<file path="src/rtl/ioc_pkg.sv">
// Purpose: shared constants for the i/o channel controller register bank
// Assumes: word-wide register port indexed by register number
// Notes:   bit 0 of every documented field is the most significant bit ([31])
package ioc_pkg;
	// register indices on the load/store port
	localparam logic [3:0] IDX_CFG     = 4'h0;
	localparam logic [3:0] IDX_PERS    = 4'h1;
	localparam logic [3:0] IDX_SNAP    = 4'h2;
	localparam logic [3:0] IDX_TCE_W0  = 4'h3;
	localparam logic [3:0] IDX_TCE_W1  = 4'h4;
	localparam logic [3:0] IDX_SLOT    = 4'h5;
	localparam logic [3:0] IDX_MAP     = 4'h6;
	localparam logic [3:0] IDX_MISC    = 4'h7;

	// configuration register layout
	localparam int CFG_ME_BIT   = 31;
	localparam int CFG_MODE_BIT = 7;
	localparam logic [2:0] CFG_MAX_TCE   = 3'h3;
	localparam logic [3:0] CFG_DMA_CHANS = 4'h8;
	localparam logic [3:0] ARB_LEVELS    = 4'hf;

	// personalization: implemented bits and value after reset
	localparam logic [31:0] PERS_IMPL_MASK = 32'h0000_ffff;
	localparam logic [31:0] PERS_RESET     = 32'h0000_0000;

	// misc interrupt status: timeout flag position
	localparam int MISC_TIMEOUT_BIT = 30;

	// snapshot field positions (bits 0..23 of the register read as zero)
	localparam int SNAP_ARB_LSB   = 0;
	localparam int SNAP_BURST     = 4;
	localparam int SNAP_READY     = 5;
	localparam int SNAP_SDR_LSB   = 6;

	// slot reset: implemented slots sit in the top bits
	localparam int SLOT_COUNT = 16;
	localparam int SLOT_LSB   = 32 - SLOT_COUNT;

	// reset values and fault codes
	localparam logic [31:0] ZERO_WORD  = 32'h0000_0000;
	localparam logic [3:0]  FAULT_NONE = 4'h0;
	localparam logic [3:0]  FAULT_INVALID_OP = 4'h1;
endpackage

</file>
<file path="src/rtl/ioc_bus_if.sv">
// Purpose: carries synchronised bus pin levels to the register bank
// Assumes: single sys_clk domain on both sides
// Notes:   levels only, no handshake
`timescale 1ns/1ps
`default_nettype none
interface ioc_bus_if;
	logic [3:0] arb;
	logic       burst;
	logic       card_channel_ready;
	logic [1:0] sdr;
	logic       ext_irq;
	modport src (output arb, output burst, output card_channel_ready, output sdr, output ext_irq);
	modport dst (input arb, input burst, input card_channel_ready, input sdr, input ext_irq);
endinterface
`default_nettype wire

</file>
<file path="src/rtl/ioc_regs.sv">
// Purpose: configuration and control registers of the i/o channel controller
// Assumes: processor loads/stores arrive as one-cycle requests on sys_clk
// Notes:   every answer comes one cycle after the request
`timescale 1ns/1ps
`default_nettype none
module ioc_regs
	import ioc_pkg::*;
#(
	parameter bit HAS_64BIT = 1'b1
)
(
	input  wire logic        sys_clk,
	input  wire logic        rst,
	input  wire logic        req_valid,
	input  wire logic        req_write,
	input  wire logic [3:0]  req_index,
	input  wire logic        req_word,
	input  wire logic [31:0] req_wdata,
	output logic             rsp_valid,
	output logic [31:0]      rsp_rdata,
	output logic             rsp_fault,
	output logic [3:0]       rsp_fault_code,
	input  wire logic        bus_timeout,
	input  wire logic [3:0]  arb_pins,
	input  wire logic        burst_pin,
	input  wire logic        card_channel_ready_pin,
	input  wire logic [1:0]  sdr_pins,
	input  wire logic        ext_irq_pin,
	input  wire logic        arb_req,
	input  wire logic [3:0]  arb_level,
	output logic             irq_out,
	output logic             arb_start,
	output logic [15:0]      slot_reset,
	input  wire logic        bm_valid,
	input  wire logic        bm_io,
	input  wire logic [31:0] bm_addr,
	output logic             bm_done,
	output logic             bm_to_system,
	output logic             master_enable,
	output logic             mode64,
	output logic [31:0]      tce_addr_w0,
	output logic [31:0]      tce_addr_w1
);
	ioc_bus_if bus ();

	// settled copies of the asynchronous bus pins
	ioc_pin_sync u_sync (
		.sys_clk                (sys_clk),
		.rst                    (rst),
		.arb_pins               (arb_pins),
		.burst_pin              (burst_pin),
		.card_channel_ready_pin (card_channel_ready_pin),
		.sdr_pins               (sdr_pins),
		.ext_irq_pin            (ext_irq_pin),
		.bus                    (bus.src)
	);

	logic        me_reg;
	logic        me_next;
	logic        mode_reg;
	logic        mode_next;
	logic [31:0] pers_reg;
	logic [31:0] pers_next;
	logic [7:0]  snap_reg;
	logic [7:0]  snap_next;
	logic        tflag_reg;
	logic        tflag_next;
	logic [31:0] tce0_reg;
	logic [31:0] tce1_reg;
	logic [15:0] slot_ctl_reg;
	logic [15:0] slot_ctl_next;
	logic [15:0] slot_rst_reg;
	logic [31:0] map_reg;
	logic        irq_reg;
	logic        arb_reg;
	logic        rsp_valid_reg;
	logic        rsp_fault_reg;
	logic [31:0] rsp_rdata_reg;
	logic [31:0] rd_mux;
	logic        unmapped;

	// request classification
	wire logic w0_missing = ~HAS_64BIT & (req_index == IDX_TCE_W0);
	wire logic bad_req    = req_valid & (~req_word | w0_missing | unmapped);
	wire logic wr         = req_valid & req_write & ~bad_req;
	wire logic wr_cfg     = wr & (req_index == IDX_CFG);
	wire logic wr_pers    = wr & (req_index == IDX_PERS);
	wire logic wr_tce0    = wr & (req_index == IDX_TCE_W0);
	wire logic wr_tce1    = wr & (req_index == IDX_TCE_W1);
	wire logic wr_slot    = wr & (req_index == IDX_SLOT);
	wire logic wr_map     = wr & (req_index == IDX_MAP);
	wire logic wr_misc    = wr & (req_index == IDX_MISC);

	// capability fields are constants, so stores cannot reach them
	wire logic [31:0] cfg_word = {me_reg, 23'h00_0000, mode_reg, CFG_MAX_TCE,
		CFG_DMA_CHANS};
	wire logic [7:0]  bus_sample = {bus.sdr, bus.card_channel_ready,
		bus.burst, bus.arb};

	// configuration: the timeout clear beats a software set in the same cycle
	assign me_next   = bus_timeout ? 1'b0 : (wr_cfg ? req_wdata[CFG_ME_BIT] : me_reg);
	// a 32-bit part keeps the bit at zero and drops the store
	assign mode_next = (wr_cfg & HAS_64BIT) ? req_wdata[CFG_MODE_BIT] : mode_reg;

	// only implemented personalization bits take store data
	assign pers_next = wr_pers ? (req_wdata & PERS_IMPL_MASK) : pers_reg;

	// first timeout freezes the snapshot; set wins over a clear
	assign snap_next  = (bus_timeout & ~tflag_reg) ? bus_sample : snap_reg;
	assign tflag_next = bus_timeout |
		(tflag_reg & ~(wr_misc & ~req_wdata[MISC_TIMEOUT_BIT]));

	// slot control: timeout drops every slot back into reset
	assign slot_ctl_next = bus_timeout ? 16'h0000 :
		(wr_slot ? req_wdata[31:SLOT_LSB] : slot_ctl_reg);

	// load data selection
	always_comb
	begin
		unmapped = 1'b0;
		rd_mux   = ZERO_WORD;
		if (req_index == IDX_CFG)
			rd_mux = cfg_word;
		else if (req_index == IDX_PERS)
			rd_mux = pers_reg;
		else if (req_index == IDX_SNAP)
			rd_mux = tflag_reg ? {24'h00_0000, snap_reg} : ZERO_WORD;
		else if (req_index == IDX_TCE_W0)
			rd_mux = tce0_reg;
		else if (req_index == IDX_TCE_W1)
			rd_mux = tce1_reg;
		else if (req_index == IDX_SLOT)
			rd_mux = {slot_ctl_reg, 16'h0000};
		else if (req_index == IDX_MAP)
			rd_mux = map_reg;
		else if (req_index == IDX_MISC)
			rd_mux = {1'b0, tflag_reg, 30'h0000_0000};
		else
			unmapped = 1'b1;
	end

	// control state; startup values are the documented constants
	always_ff @(posedge sys_clk or posedge rst)
	begin
		if (rst)
		begin
			me_reg       <= 1'b0;
			mode_reg     <= HAS_64BIT;
			pers_reg     <= PERS_RESET;
			snap_reg     <= 8'h00;
			tflag_reg    <= 1'b0;
			slot_ctl_reg <= 16'h0000;
			slot_rst_reg <= 16'hffff;
		end
		else
		begin
			me_reg       <= me_next;
			mode_reg     <= mode_next;
			pers_reg     <= pers_next;
			snap_reg     <= snap_next;
			tflag_reg    <= tflag_next;
			slot_ctl_reg <= slot_ctl_next;
			slot_rst_reg <= ~slot_ctl_next;
		end
	end

	// table address and bus map; firmware loads these before enabling
	always_ff @(posedge sys_clk or posedge rst)
	begin
		if (rst)
		begin
			tce0_reg <= ZERO_WORD;
			tce1_reg <= ZERO_WORD;
			map_reg  <= ZERO_WORD;
		end
		else
		begin
			if (wr_tce0)
				tce0_reg <= req_wdata;
			if (wr_tce1)
				tce1_reg <= req_wdata;
			if (wr_map)
				map_reg <= req_wdata;
		end
	end

	// gates and answers; level 15 is not an arbitration level
	always_ff @(posedge sys_clk or posedge rst)
	begin
		if (rst)
		begin
			irq_reg       <= 1'b0;
			arb_reg       <= 1'b0;
			rsp_valid_reg <= 1'b0;
			rsp_fault_reg <= 1'b0;
			rsp_rdata_reg <= ZERO_WORD;
		end
		else
		begin
			irq_reg       <= me_reg & bus.ext_irq;
			arb_reg       <= me_reg & arb_req & (arb_level < ARB_LEVELS);
			rsp_valid_reg <= req_valid;
			rsp_fault_reg <= bad_req;
			rsp_rdata_reg <= (req_valid & ~req_write & ~bad_req) ? rd_mux : ZERO_WORD;
		end
	end

	ioc_bm_route u_route (
		.sys_clk      (sys_clk),
		.rst          (rst),
		.bm_valid     (bm_valid),
		.bm_io        (bm_io),
		.bm_addr      (bm_addr),
		.map_word     (map_reg),
		.bm_done      (bm_done),
		.bm_to_system (bm_to_system)
	);

	assign irq_out        = irq_reg;
	assign arb_start      = arb_reg;
	assign slot_reset     = slot_rst_reg;
	assign master_enable  = me_reg;
	assign mode64         = mode_reg;
	assign tce_addr_w0    = tce0_reg;
	assign tce_addr_w1    = tce1_reg;
	assign rsp_valid      = rsp_valid_reg;
	assign rsp_fault      = rsp_fault_reg;
	assign rsp_rdata      = rsp_rdata_reg;
	assign rsp_fault_code = rsp_fault_reg ? FAULT_INVALID_OP : FAULT_NONE;
endmodule
`default_nettype wire

</file>
<file path="src/rtl/ioc_pin_sync.sv">
// Purpose: two-stage synchroniser for the sampled bus pins
// Assumes: pins are asynchronous to sys_clk
// Notes:   first stage feeds only the second stage
`timescale 1ns/1ps
`default_nettype none
module ioc_pin_sync
(
	input  wire logic       sys_clk,
	input  wire logic       rst,
	input  wire logic [3:0] arb_pins,
	input  wire logic       burst_pin,
	input  wire logic       card_channel_ready_pin,
	input  wire logic [1:0] sdr_pins,
	input  wire logic       ext_irq_pin,
	ioc_bus_if.src          bus
);
	localparam int W = 9;
	logic [W-1:0] meta_reg;
	logic [W-1:0] sync_reg;

	// two flops per pin; metastability settles in the first
	always_ff @(posedge sys_clk or posedge rst)
	begin
		if (rst)
		begin
			meta_reg <= '0;
			sync_reg <= '0;
		end
		else
		begin
			meta_reg <= {ext_irq_pin, sdr_pins, card_channel_ready_pin, burst_pin, arb_pins};
			sync_reg <= meta_reg;
		end
	end

	// fan the settled levels out
	assign bus.arb                = sync_reg[3:0];
	assign bus.burst              = sync_reg[4];
	assign bus.card_channel_ready = sync_reg[5];
	assign bus.sdr                = sync_reg[7:6];
	assign bus.ext_irq            = sync_reg[8];
endmodule
`default_nettype wire

</file>
<file path="src/rtl/ioc_bm_route.sv">
// Purpose: routes bus master memory accesses to system memory or bus
// Assumes: map word uses bit 0 as msb
// Notes:   decision is registered, one cycle after bm_valid
`timescale 1ns/1ps
`default_nettype none
module ioc_bm_route
(
	input  wire logic        sys_clk,
	input  wire logic        rst,
	input  wire logic        bm_valid,
	input  wire logic        bm_io,
	input  wire logic [31:0] bm_addr,
	input  wire logic [31:0] map_word,
	output logic             bm_done,
	output logic             bm_to_system
);
	// fine 1 MB blocks below 16 MB, one 240 MB block, then 256 MB blocks
	function automatic logic [4:0] map_index(input logic [31:0] a);
		if (a[31:28] != 4'h0)
			map_index = {1'b1, a[31:28]} + 5'h0;
		else if (a[27:24] != 4'h0)
			map_index = 5'h10;
		else
			map_index = {1'b0, a[23:20]};
	endfunction

	wire logic [4:0] idx      = map_index(bm_addr);
	wire logic       map_bit  = map_word[5'd31 - idx];
	// i/o space never goes to system memory whatever the map says
	wire logic       to_sys   = map_bit & ~bm_io;

	always_ff @(posedge sys_clk or posedge rst)
	begin
		if (rst)
		begin
			bm_done      <= 1'b0;
			bm_to_system <= 1'b0;
		end
		else
		begin
			bm_done      <= bm_valid;
			bm_to_system <= bm_valid & to_sys;
		end
	end
endmodule
`default_nettype wire

</file>
<file path="config.mk">
export PLATFORM = sky130hd
export DESIGN_NAME = ioc_regs
export DESIGN_NICKNAME = d
export VERILOG_FILES = /design/src/rtl/ioc_pkg.sv /design/src/rtl/ioc_bus_if.sv /design/src/rtl/ioc_regs.sv /design/src/rtl/ioc_pin_sync.sv /design/src/rtl/ioc_bm_route.sv
export SDC_FILE = /design/constraint.sdc
export NUM_CORES = 1
export LEC_CHECK = 0
export BUFFER_PORTS_ARGS = -buffer_cell sky130_fd_sc_hd__clkbuf_2
export CORE_ASPECT_RATIO = 0.9
export CORE_MARGIN = 8
export CORE_UTILIZATION = 49
export DETAILED_ROUTE_END_ITERATION = 10
export HOLD_SLACK_MARGIN = 0.1
export PLACE_DENSITY = 0.85
export SLEW_MARGIN = 25
export SYNTH_ARGS = -nofsm -noshare
export SYNTH_HDL_FRONTEND = slang
export SYNTH_HIERARCHICAL = 1
export SYNTH_SLANG_ARGS = --single-unit
export TNS_END_PERCENT = 10
</file>
<file path="constraint.sdc">
create_clock -name sys_clk -period 6.2 [get_ports sys_clk]
set_input_delay 0.62 -clock sys_clk [delete_from_list [all_inputs] [get_ports sys_clk]]
set_output_delay 0.62 -clock sys_clk [all_outputs]
set_load 0.03 [all_outputs]
</file>
==> results.py, run 1 <==
metrics = {
    "status": {
        "outcome": "finished, final reports clean",
    },
    "floorplanning": {
        "start_util_pct": 49.7,
        "pin_count": 214,
        "die_area_mm2": 0.0233,
        "row_count": 47,
        "die_w_um": 160,
        "die_h_um": 145,
        "core_area_mm2": 0.0183,
    },
    "clock_tree": {
        "clkSinkCount": 211,
        "cts-root-buf": "clkbuf_16",
        "h-tree-depth": 1,
        "hold_buffers": 0,
        "clock_latency_ps": 500,
        "path_clk_slew_ps": 60,
        "cts_setup_buffers": 0,
        "cts_tree": "yes",
        "cts_made_buffers": 22,
        "clockBufferDepth": 3,
        "postCtsResizedCells": 0,
    },
    "sta": {
        "worst_slew_pin_slew_ps": 1040,
        "fin_worst_skew_ps": 13.9,
        "hold_viol": 0,
        "timing.fmax_ghz": 0.356,
        "slew_viol_final": 0,
        "max_slew_margin_pct": 30.7,
        "period_needed_ps": 2810,
        "setup_violations": 0,
        "setup_slack_ps": 3390,
        "fin_tns_setup_ps": 0,
        "period_share_pct": 45.4,
        "rsz0062_at_grt": "no",
    },
    "grt": {
        "grt_use_total_pct": 20.5,
        "grt_antenna_before_repair": 1,
        "first_global_vias": 6547,
        "grt_max_degree": 113,
        "grt_pass1_wl_mm": 38.1,
        "grt-ovfl-total": 0,
    },
    "synth": {
        "ys_async_sr_fraction_pct": 100,
        "yosysUniqueCellTypes": 57,
        "synthCells": 666,
        "yosysSeqAreaShare_pct": 58.1,
        "synthesis.area_mm2": 0.00913,
        "synth-seq-cells": 211,
        "ys_warn_count": 6,
        "ys.flop_type": "dfrtp_1",
        "synth_area_per_cell_um2": 13.7,
        "synth_edf_count": 0,
    },
    "critical_path": {
        "crit_type": "in2reg",
        "cp_top_family": "simple AND/OR/NAND/NOR gates",
        "crit_buf_inv": 1,
        "crit_chain": "clkbuf_2 > and2_1 > nand3_4 > mux2_2",
        "rrSetupSlack_ps": 4480,
        "r2r-end": "snap_reg[2]$_DFFE_PP0P_",
        "critPathRequiredTime_ps": 6570,
        "critPathCaptureType": "register",
        "r2r_start": "tflag_reg$_DFF_PP0_",
        "worstSetupStartpointType": "input pin",
        "crit_path_max_fanout": 32,
        "slowest_delay_ps": 880,
        "worstPathArrival_ps": 3180,
        "worst_path_max_delay_cell": "and2_1",
        "reg2reg_depth": 2,
    },
    "cells_and_area": {
        "fin_cells": 1100,
        "areaGrowthSynthToFinish_pct": 19.8,
        "drive_above_1_share_pct": 46.1,
        "n_antenna_cell": 0,
        "nNetsFinal": 929,
    },
    "power_and_ir_drop": {
        "power.density_mw_per_mm2": 305,
        "ir_drop_uv": 217,
        "total_leakage_power_nw": 5.27,
    },
    "drt": {
        "first_pass_iters": 4,
        "drt_iter0_drc": 417,
        "route.detailed.drc": 0,
        "via_count": 6216,
        "post_drt_via_cell_ratio": 5.65,
        "wl_per_cell_um": 22.0,
        "drtAntennaViolNets": 0,
        "wl_mm": 24.2,
    },
    "min_path": {
        "hp-class": "in2async",
    },
    "run": {
        "cap_violations": 0,
    },
    "placement": {
        "gp_congestion": 0.755,
        "io_buffers": 190,
        "dp.cells": 1060,
        "dp_worst_setup_slack_ps": 2410,
        "dpl.hpwl_mm": 16.2,
    },
}
[metal layers]
metal | global-route usage [%] | share of wire (%) | routed length [um] | vias up
met5 | 0 | 0.033 | 8 | -
met4 | 6.96 | 3.2 | 769 | 2
met3 | 5.32 | 6.8 | 1650 | 48
met2 | 31.8 | 46 | 11300 | 224
met1 | 27.6 | 44 | 10500 | 3169
li1 | - | - | - | 2773
[report_power, final]
| part | switching [mW] | total (mW) | internal [mW] | leakage, nW |
|---|---|---|---|---|
| Clock | 0.530 | 1.40 | 0.870 | 0.381 |
| Combinational | 0.264 | 0.414 | 0.150 | 2.11 |
| Sequential | 0.0620 | 1.53 | 1.46 | 2.78 |
| Total | 0.856 | 3.34 | 2.48 | 5.27 |
[through the flow]
stage,util (%),power (mW),cell area [um2],hold WS [ps]
2_1_floorplan,-,1.82,9130,331
3_3_place_gp,55.2,1.95,10100,332
3_5_place_dp,55.3,1.97,10200,335
4_1_cts,59.5,3.37,10900,116
5_1_grt,59.6,3.46,10900,138
6_report,59.6,3.34,10900,146
[Yosys cell counts (12+ instances only)]
cell type | instances | area (um2)
a22oi_1 | 16 | 120
nor3_1 | 18 | 90.1
clkbuf_1 | 17 | 63.8
nor2_1 | 22 | 82.6
mux2i_1 | 41 | 410
o22a_1 | 15 | 131
dfrtp_1 | 194 | 4850
or2_1 | 12 | 75.1
mux2_2 | 117 | 1320
nor2b_1 | 15 | 93.8
a21oi_1 | 35 | 175
buf_2 | 15 | 75.1
dfstp_2 | 17 | 447
[worst reg2reg max path: cells and delay by family (launching register included)]
| kind | cells | cell delay (ps) |
|---|---|---|
| and+or+nand+nor | 1 | 650 |
| DFF | 1 | 550 |
| muxes | 1 | 410 |
[cells in the final DEF, fill, tap and decap left out, types with 16 or more instances in the layout]
master     instances
a21oi_1           35
a22oi_1           16
clkbuf_16         23
clkbuf_2         190
dfrtp_1          194
dfstp_2           17
mux2_2           117
mux2i_1           41
nor2_1            22
nor3_1            18
[cell families after synthesis]
logic type / count (synthesis) / share of synthesized area, %
other: 1 / 0.0411
flip-flops: 211 / 58.1
AO/OA/AOI/OAI: 114 / 8.84
AND/OR/NAND/NOR: 112 / 7.38
buffers and inverters: 55 / 3.66
multiplexers: 173 / 22.0
[how the worst max path moves through the flow]
| stage | from | to | slack (ps) | cells past startpoint |
|---|---|---|---|---|
| 5_1_grt | req_index[0] | tce_addr_w0[27]$_DFFE_PP0P_ | 3310 | 4 |
| 2_1_floorplan | rst | arb_start$_DFF_PP0_ | 410 | 1 |
| 3_3_place_gp | req_index[0] | tce_addr_w0[24]$_DFFE_PP0P_ | 2420 | 4 |
| 3_5_place_dp | req_index[0] | tce_addr_w0[27]$_DFFE_PP0P_ | 2410 | 4 |
| 6_report | req_index[0] | tce_addr_w0[27]$_DFFE_PP0P_ | 3390 | 4 |
| 4_1_cts | req_index[0] | tce_addr_w0[27]$_DFFE_PP0P_ | 2940 | 4 |
[cell type report]
type,count,area [um2]
sequential,211,5300
inverter,4,22.5
multi-input combinational,402,3510
fill,1448,7410
clock inverter,9,145
tap,245,307
clock buffer,31,626
timing repair buffer,198,1030
Note: power is estimated with default switching activity, not from simulation.
==> run 2, diff against run 1 <==
--- a/config.mk
+++ b/config.mk
@@ -5,13 +5,14 @@
 export SDC_FILE = /design/constraint.sdc
 export NUM_CORES = 1
 export LEC_CHECK = 0
+export ABC_AREA = 1
 export BUFFER_PORTS_ARGS = -buffer_cell sky130_fd_sc_hd__clkbuf_2
 export CORE_ASPECT_RATIO = 0.9
 export CORE_MARGIN = 8
-export CORE_UTILIZATION = 49
+export CORE_UTILIZATION = 50
 export DETAILED_ROUTE_END_ITERATION = 10
 export HOLD_SLACK_MARGIN = 0.1
-export PLACE_DENSITY = 0.85
+export PLACE_DENSITY = 0.83
 export SLEW_MARGIN = 25
 export SYNTH_ARGS = -nofsm -noshare
 export SYNTH_HDL_FRONTEND = slang
==> constraint.sdc (replaced) <==
create_clock -name sys_clk -period 2.6 [get_ports sys_clk]
set_input_delay 0.26 -clock sys_clk [delete_from_list [all_inputs] [get_ports sys_clk]]
set_output_delay 0.26 -clock sys_clk [all_outputs]
set_load 0.03 [all_outputs]
==> results.py, run 2 <==
metrics = {
    "critical_path": {
        "crit_chain": "dlygate4sd3_1 > clkbuf_2 > inv_1 > nor2_1 > nand3_1 > nor2_4 > inv_2 > o21ai_0 > inv_1",
        "worst_path_max_delay_cell": "dlygate4sd3_1",
        "crit_top_cell": "inv_1",
        "crit_path_max_fanout": 17,
        "critPathRequiredTime_ps": 2990,
        "worstPathArrival_ps": 2310,
        "slowest_delay_ps": 530,
        "critPathCaptureType": "register",
        "worstSetupStartpointType": "input pin",
        "crit_type": "in2reg",
    },
    "clock_tree": {
        "cts_setup_buffers": 0,
        "cts-root-buf": "clkbuf_16",
        "path_clk_slew_ps": 60,
        "clock_latency_ps": 510,
        "hold_buffers": 49,
        "clkSinkCount": 211,
        "cts_made_buffers": 22,
        "clockBufferDepth": 3,
        "postCtsResizedCells": 0,
        "cts_tree": "yes",
        "h-tree-depth": 1,
    },
    "power_and_ir_drop": {
        "p_comb_share_pct": 11.2,
        "p_total_mw": 7.61,
        "ir_drop_uv": 482,
        "power.density_mw_per_mm2": 670,
        "switching_power_mw": 2.03,
        "power.clock.fraction_pct": 41.7,
        "internal_power_mw": 5.59,
        "swShare_pct": 26.6,
        "seqPwrFrac_pct": 47.2,
        "total_leakage_power_nw": 5.86,
    },
    "drt": {
        "via_count": 7755,
        "route.detailed.drc": 0,
        "wl_per_cell_um": 17.3,
        "drtAntennaViolNets": 0,
        "first_pass_iters": 5,
        "post_drt_via_cell_ratio": 5.19,
        "drt_iter0_drc": 658,
        "wl_mm": 25.8,
    },
    "synth": {
        "synthesis.area_mm2": 0.00895,
        "synth_compound_area_share_pct": 10.5,
        "synthXorXnorAreaFrac_pct": 0,
        "synth_top_cells_by_area": "dfrtp_1 (54%), nand2_1 (11%), o21ai_0 (7.3%)",
        "synth_top_area_share_pct": 54.3,
        "synthCells": 1004,
        "synth_edf_count": 0,
        "muxShareOfSynthArea_pct": 1.01,
        "yosysMostFrequentCell": "nand2_1",
        "synth_area_leader_cell": "dfrtp_1",
        "ys.flop_type": "dfrtp_1",
        "synth_commonest_cells": "nand2_1 (266), dfrtp_1 (194), o21ai_0 (130)",
        "yosys.area_share.simple_pct": 22.9,
        "yosysUniqueCellTypes": 33,
        "yosysSeqAreaShare_pct": 59.3,
        "ys_async_sr_fraction_pct": 100,
        "synth_top_family_by_area": "simple AND/OR/NAND/NOR gates",
        "synth_area_per_cell_um2": 8.91,
        "synth-seq-cells": 211,
        "ys_warn_count": 6,
        "synth-adder-area-share_pct": 0,
    },
    "placement": {
        "dpl.hpwl_mm": 17.6,
        "io_buffers": 190,
        "gp_congestion": 0.865,
        "place_area_mm2": 0.0101,
    },
    "sta": {
        "period_needed_ps": 1920,
        "hold_viol": 0,
        "setup_violations": 0,
        "max_slew_margin_pct": 51.7,
        "timing.fmax_ghz": 0.522,
        "fin_worst_skew_ps": 18.8,
        "rsz0062_at_grt": "no",
        "worst_slew_pin_slew_ps": 725,
        "slew_viol_final": 0,
        "period_share_pct": 73.7,
        "whs_ps": 171,
        "fin_tns_setup_ps": 0,
    },
    "run": {
        "cap_violations": 0,
    },
    "cells_and_area": {
        "n_fill_cell": 1391,
        "fin_area_mm2": 0.0114,
        "final_common_cell": "nand2_1",
        "final_cell_mix": "nand2_1 (266), dfrtp_1 (194), clkbuf_2 (190)",
        "areaGrowthSynthToFinish_pct": 27.1,
        "utilization_pct": 64.8,
        "drive_above_1_share_pct": 25.4,
        "nNetsFinal": 1326,
    },
    "grt": {
        "first_global_vias": 7834,
        "grt_pass1_wl_mm": 40.7,
        "grt-ovfl-total": 0,
        "grt_antenna_before_repair": 1,
        "grt_max_degree": 123,
        "grt_use_total_pct": 23.0,
    },
    "floorplanning": {
        "pin_count": 214,
        "row_count": 46,
        "core_area_mm2": 0.0176,
        "die_w_um": 157,
        "die_h_um": 143,
        "die_area_mm2": 0.0224,
        "start_util_pct": 51.0,
    },
    "status": {
        "outcome": "finished, final reports clean",
    },
    "min_path": {
        "hp-class": "in2reg",
    },
}
==> run 2: changes by cell type after synthesis, sizes merged, moves of 16 or more <==
| cell | previous run | this run |
|---|---|---|
| inv | 4 | 80 |
| a21oi | 35 | 17 |
| mux2 | 123 | 8 |
| nor2 | 24 | 117 |
| nor3 | 20 | 1 |
| nand3 | 7 | 79 |
| nand2 | 7 | 279 |
| o21ai | 7 | 154 |
| mux2i | 41 | 0 |
| a22oi | 16 | 0 |
==> run 2: layout make-up <==
| class | instances | area (um2) | area share (%) |
|---|---|---|---|
| Tap cell | 240 | 300 | 2.64 |
| Antenna cell | 3 | 7.51 | 0.0660 |
| Sequential cell | 211 | 5300 | 46.6 |
| Clock inverter | 13 | 136 | 1.20 |
| Multi-Input combinational cell | 667 | 3100 | 27.2 |
| Clock buffer | 27 | 599 | 5.27 |
| Timing Repair Buffer | 254 | 1620 | 14.2 |
| Inverter | 80 | 309 | 2.72 |
==> run 2: final timing paths <==
| check | start | endpoint | slack, ps | cells past startpoint |
|---|---|---|---|---|
| worst min-delay path | bus_timeout | slot_reset[11]$_DFF_PP1_ | 170 | 3 |
| max in group asynchronous | rst | tce_addr_w0[14]$_DFFE_PP0P_ | 1380 | 4 |
| min in group asynchronous | rst | u_route/bm_to_system$_DFF_PP0_ | 270 | 3 |
| worst max-delay path | req_word | slot_ctl_reg[3]$_DFF_PP0_ | 680 | 9 |
| worst max register to register | tflag_reg$_DFF_PP0_ | snap_reg[1]$_DFFE_PP0P_ | 1250 | 3 |
| worst min register to register | u_sync/meta_reg[7]$_DFF_PP0_ | u_sync/sync_reg[7]$_DFF_PP0_ | 340 | 0 |
==> run 2: metal layers <==
layer / routed length [um] / share of wire [%] / track usage, %
met1: 10400 / 40 / 29.5
met5: 13 / 0.050 / 0
met4: 930 / 3.6 / 9.45
met3: 2550 / 9.9 / 6.53
met2: 12000 / 46 / 36.2
==> run 2: per-stage QoR <==
stage               setup slack (ps)  std cells
global placement                 662       1403
CTS                              684       1492
detailed placement               632       1403
global route                     484       1492
floorplan                       -109       1006
finish                           683       1495
==> run 2: power groups by stage <==
stage | Clock, mW | Sequential, mW | Combinational [mW]
6_report | 3.17 | 3.59 | 0.850
5_1_grt | 3.36 | 3.61 | 0.929
4_1_cts | 3.22 | 3.59 | 0.854
3_5_place_dp | 0 | 3.64 | 0.791
3_3_place_gp | 0 | 3.64 | 0.770
2_1_floorplan | 0 | 3.79 | 0.338
==> run 2: cells by family (layout without fill, tap and decap cells) <==
kind of cell           count (synthesis)  count (layout)
AO/OA/AOI/OAI                        176             176
buffers and inverters                128             374
flip-flops                           211             211
multiplexers                           8               8
other                                  1               6
AND/OR/NAND/NOR                      480             480
==> run 2: critical path, delay by kind of cell <==
family / cells / cell delay (ps)
simple gates: 3 / 740
buf+inv: 5 / 980
compound gates: 1 / 330
==> run 3, diff against run 2 <==
==> constraint.sdc (replaced) <==
create_clock -name sys_clk -period 1.97 [get_ports sys_clk]
set_input_delay 0.197 -clock sys_clk [delete_from_list [all_inputs] [get_ports sys_clk]]
set_output_delay 0.197 -clock sys_clk [all_outputs]
set_load 0.03 [all_outputs]
==> results.py, run 3 (same netlist as run 2, synthesis figures left out) <==
metrics = {
    "status": {
        "outcome": "finished, final reports clean",
    },
    "drt": {
        "wl_mm": 25.4,
        "wl_per_cell_um": 16.9,
        "via_count": 7791,
        "first_pass_iters": 7,
        "drtAntennaViolNets": 0,
        "drt_iter0_drc": 560,
        "route.detailed.drc": 0,
        "post_drt_via_cell_ratio": 5.18,
    },
    "critical_path": {
        "crit_top_cell": "inv_1",
        "critPathRequiredTime_ps": 2360,
        "crit_chain": "dlygate4sd3_1 > clkbuf_2 > inv_1 > nor2_1 > nand3_1 > nor2_4 > inv_2 > o21ai_0 > inv_1",
        "crit_path_end": "slot_ctl_reg[1]$_DFF_PP0_",
        "worst_path_max_delay_cell": "dlygate4sd3_1",
        "slowest_delay_ps": 520,
        "r2r_start": "tflag_reg$_DFF_PP0_",
        "critPathCaptureType": "register",
        "crit_type": "in2reg",
        "reg2reg_depth": 3,
        "rrSetupSlack_ps": 640,
        "crit_path_max_fanout": 16,
        "crit_start": "req_word",
        "r2r-end": "snap_reg[4]$_DFFE_PP0P_",
        "worstPathArrival_ps": 1980,
        "worstSetupStartpointType": "input pin",
    },
    "grt": {
        "grt_use_total_pct": 22.5,
        "grt_antenna_before_repair": 0,
        "first_global_vias": 7648,
        "use_met1_pct": 30.0,
        "busiest_layer": "met2",
        "gr-usage-met3_pct": 5.11,
        "grt-ovfl-total": 0,
        "grt_use_met2_pct": 35.3,
        "grt_pass1_wl_mm": 39.8,
        "grt_max_degree": 80,
    },
    "clock_tree": {
        "path_clk_slew_ps": 70,
        "cts_made_buffers": 23,
        "clkSinkCount": 211,
        "h-tree-depth": 1,
        "clockBufferDepth": 3,
        "clock_latency_ps": 520,
        "cts_setup_buffers": 0,
        "cts-root-buf": "clkbuf_16",
        "cts_tree": "yes",
    },
    "cells_and_area": {
        "fin_cells": 1503,
        "final_cell_mix": "nand2_1 (266), dfrtp_1 (194), clkbuf_2 (190)",
        "n_fill_cell": 1381,
        "n_antenna_cell": 0,
        "drive_above_1_share_pct": 25.9,
        "areaGrowthSynthToFinish_pct": 28.2,
        "final_common_cell": "nand2_1",
        "nNetsFinal": 1336,
    },
    "sta": {
        "period_needed_ps": 1590,
        "whs_ps": 180,
        "fin_worst_skew_ps": 16.7,
        "setup_violations": 0,
        "worst_slew_pin_slew_ps": 648,
        "fin_tns_setup_ps": 0,
        "hold_viol": 0,
        "slew_viol_final": 0,
        "rsz0062_at_grt": "no",
        "period_share_pct": 80.8,
        "setup_slack_ps": 379,
        "max_slew_margin_pct": 56.7,
        "timing.fmax_ghz": 0.628,
    },
    "floorplanning": {
        "start_util_pct": 51.0,
        "die_area_mm2": 0.0224,
        "core_area_mm2": 0.0176,
        "row_count": 46,
        "die_h_um": 143,
        "pin_count": 214,
        "die_w_um": 157,
    },
    "power_and_ir_drop": {
        "swShare_pct": 25.9,
        "p_total_mw": 10.3,
        "seqPwrFrac_pct": 46.0,
        "p_comb_share_pct": 10.9,
        "internal_power_mw": 7.63,
        "total_leakage_power_nw": 5.91,
        "switching_power_mw": 2.67,
        "power.density_mw_per_mm2": 898,
        "ir_drop_uv": 612,
        "power.clock.fraction_pct": 43.0,
    },
    "run": {
        "cap_violations": 0,
    },
    "placement": {
        "dp.cells": 1412,
        "io_buffers": 190,
        "dpl.hpwl_mm": 17.4,
        "dp_worst_setup_slack_ps": 300,
        "gp_congestion": 0.851,
    },
    "min_path": {
        "hold-path-cell-count": 4,
        "hp-class": "in2reg",
    },
}
## run 3: cell count changes in the layout (fill, tap and decap cells not counted), sizes merged
cell    before  now
bufinv       2    3
diode        3    0
clkbuf     217  221
clkinv       9    6
buf         15   24
## run 3: metrics by stage
step	utilization, %	instance area, um2
after CTS	65.3	11500
after floorplan	-	8960
after detailed placement	58.0	10200
after global routing	65.3	11500
after global placement	58.0	10200
final	65.3	11500
## run 3: timing repair
action	CTS	global route
hold buffers	49	0
gates resized for setup	0	0
setup endpoints to repair	0	0
hold endpoints to repair	354	0
## run 3: layout make-up
cell class	count	area, um2	area share, %
Tap cell	240	300	2.62
Timing Repair Buffer	263	1670	14.6
Inverter	80	309	2.70
Multi-Input combinational cell	667	3100	27.0
Clock inverter	11	140	1.22
Sequential cell	211	5300	46.2
Clock buffer	31	646	5.63
## run 3: worst max-delay path, delay by kind of cell
kind	cells	cell delay, ps
buffers and inverters	5	890
and+or+nand+nor	3	550
AOI/OAI and AO/OA	1	340
## run 3: worst min path at each step
| stage | start | to | slack (ps) |
|---|---|---|---|
| floorplan | rst | u_route/bm_done$_DFF_PP0_ | -60 |
| global placement | rst | u_route/bm_to_system$_DFF_PP0_ | 170 |
| detailed placement | rst | u_route/bm_to_system$_DFF_PP0_ | 170 |
| CTS | bm_addr[31] | u_route/bm_to_system$_DFF_PP0_ | 160 |
| global route | rst | u_route/bm_to_system$_DFF_PP0_ | 200 |
| finish | req_write | rsp_rdata[31]$_DFF_PP0_ | 180 |
## run 3: power groups by stage
| stage | clock network [mW] | registers [mW] | logic, mW |
|---|---|---|---|
| finish | 4.43 | 4.74 | 1.13 |
| global route | 4.68 | 4.76 | 1.23 |
| CTS | 4.50 | 4.73 | 1.13 |
| detailed placement | 0 | 4.81 | 1.05 |
| global placement | 0 | 4.80 | 1.03 |
| floorplan | 0 | 5.00 | 0.446 |
## run 3: metal layers
metal | part of all wire, % | wire [um]
met1 | 42 | 10600
met2 | 46 | 11600
met3 | 9.0 | 2290
met4 | 3.4 | 871
met5 | 0 | 0
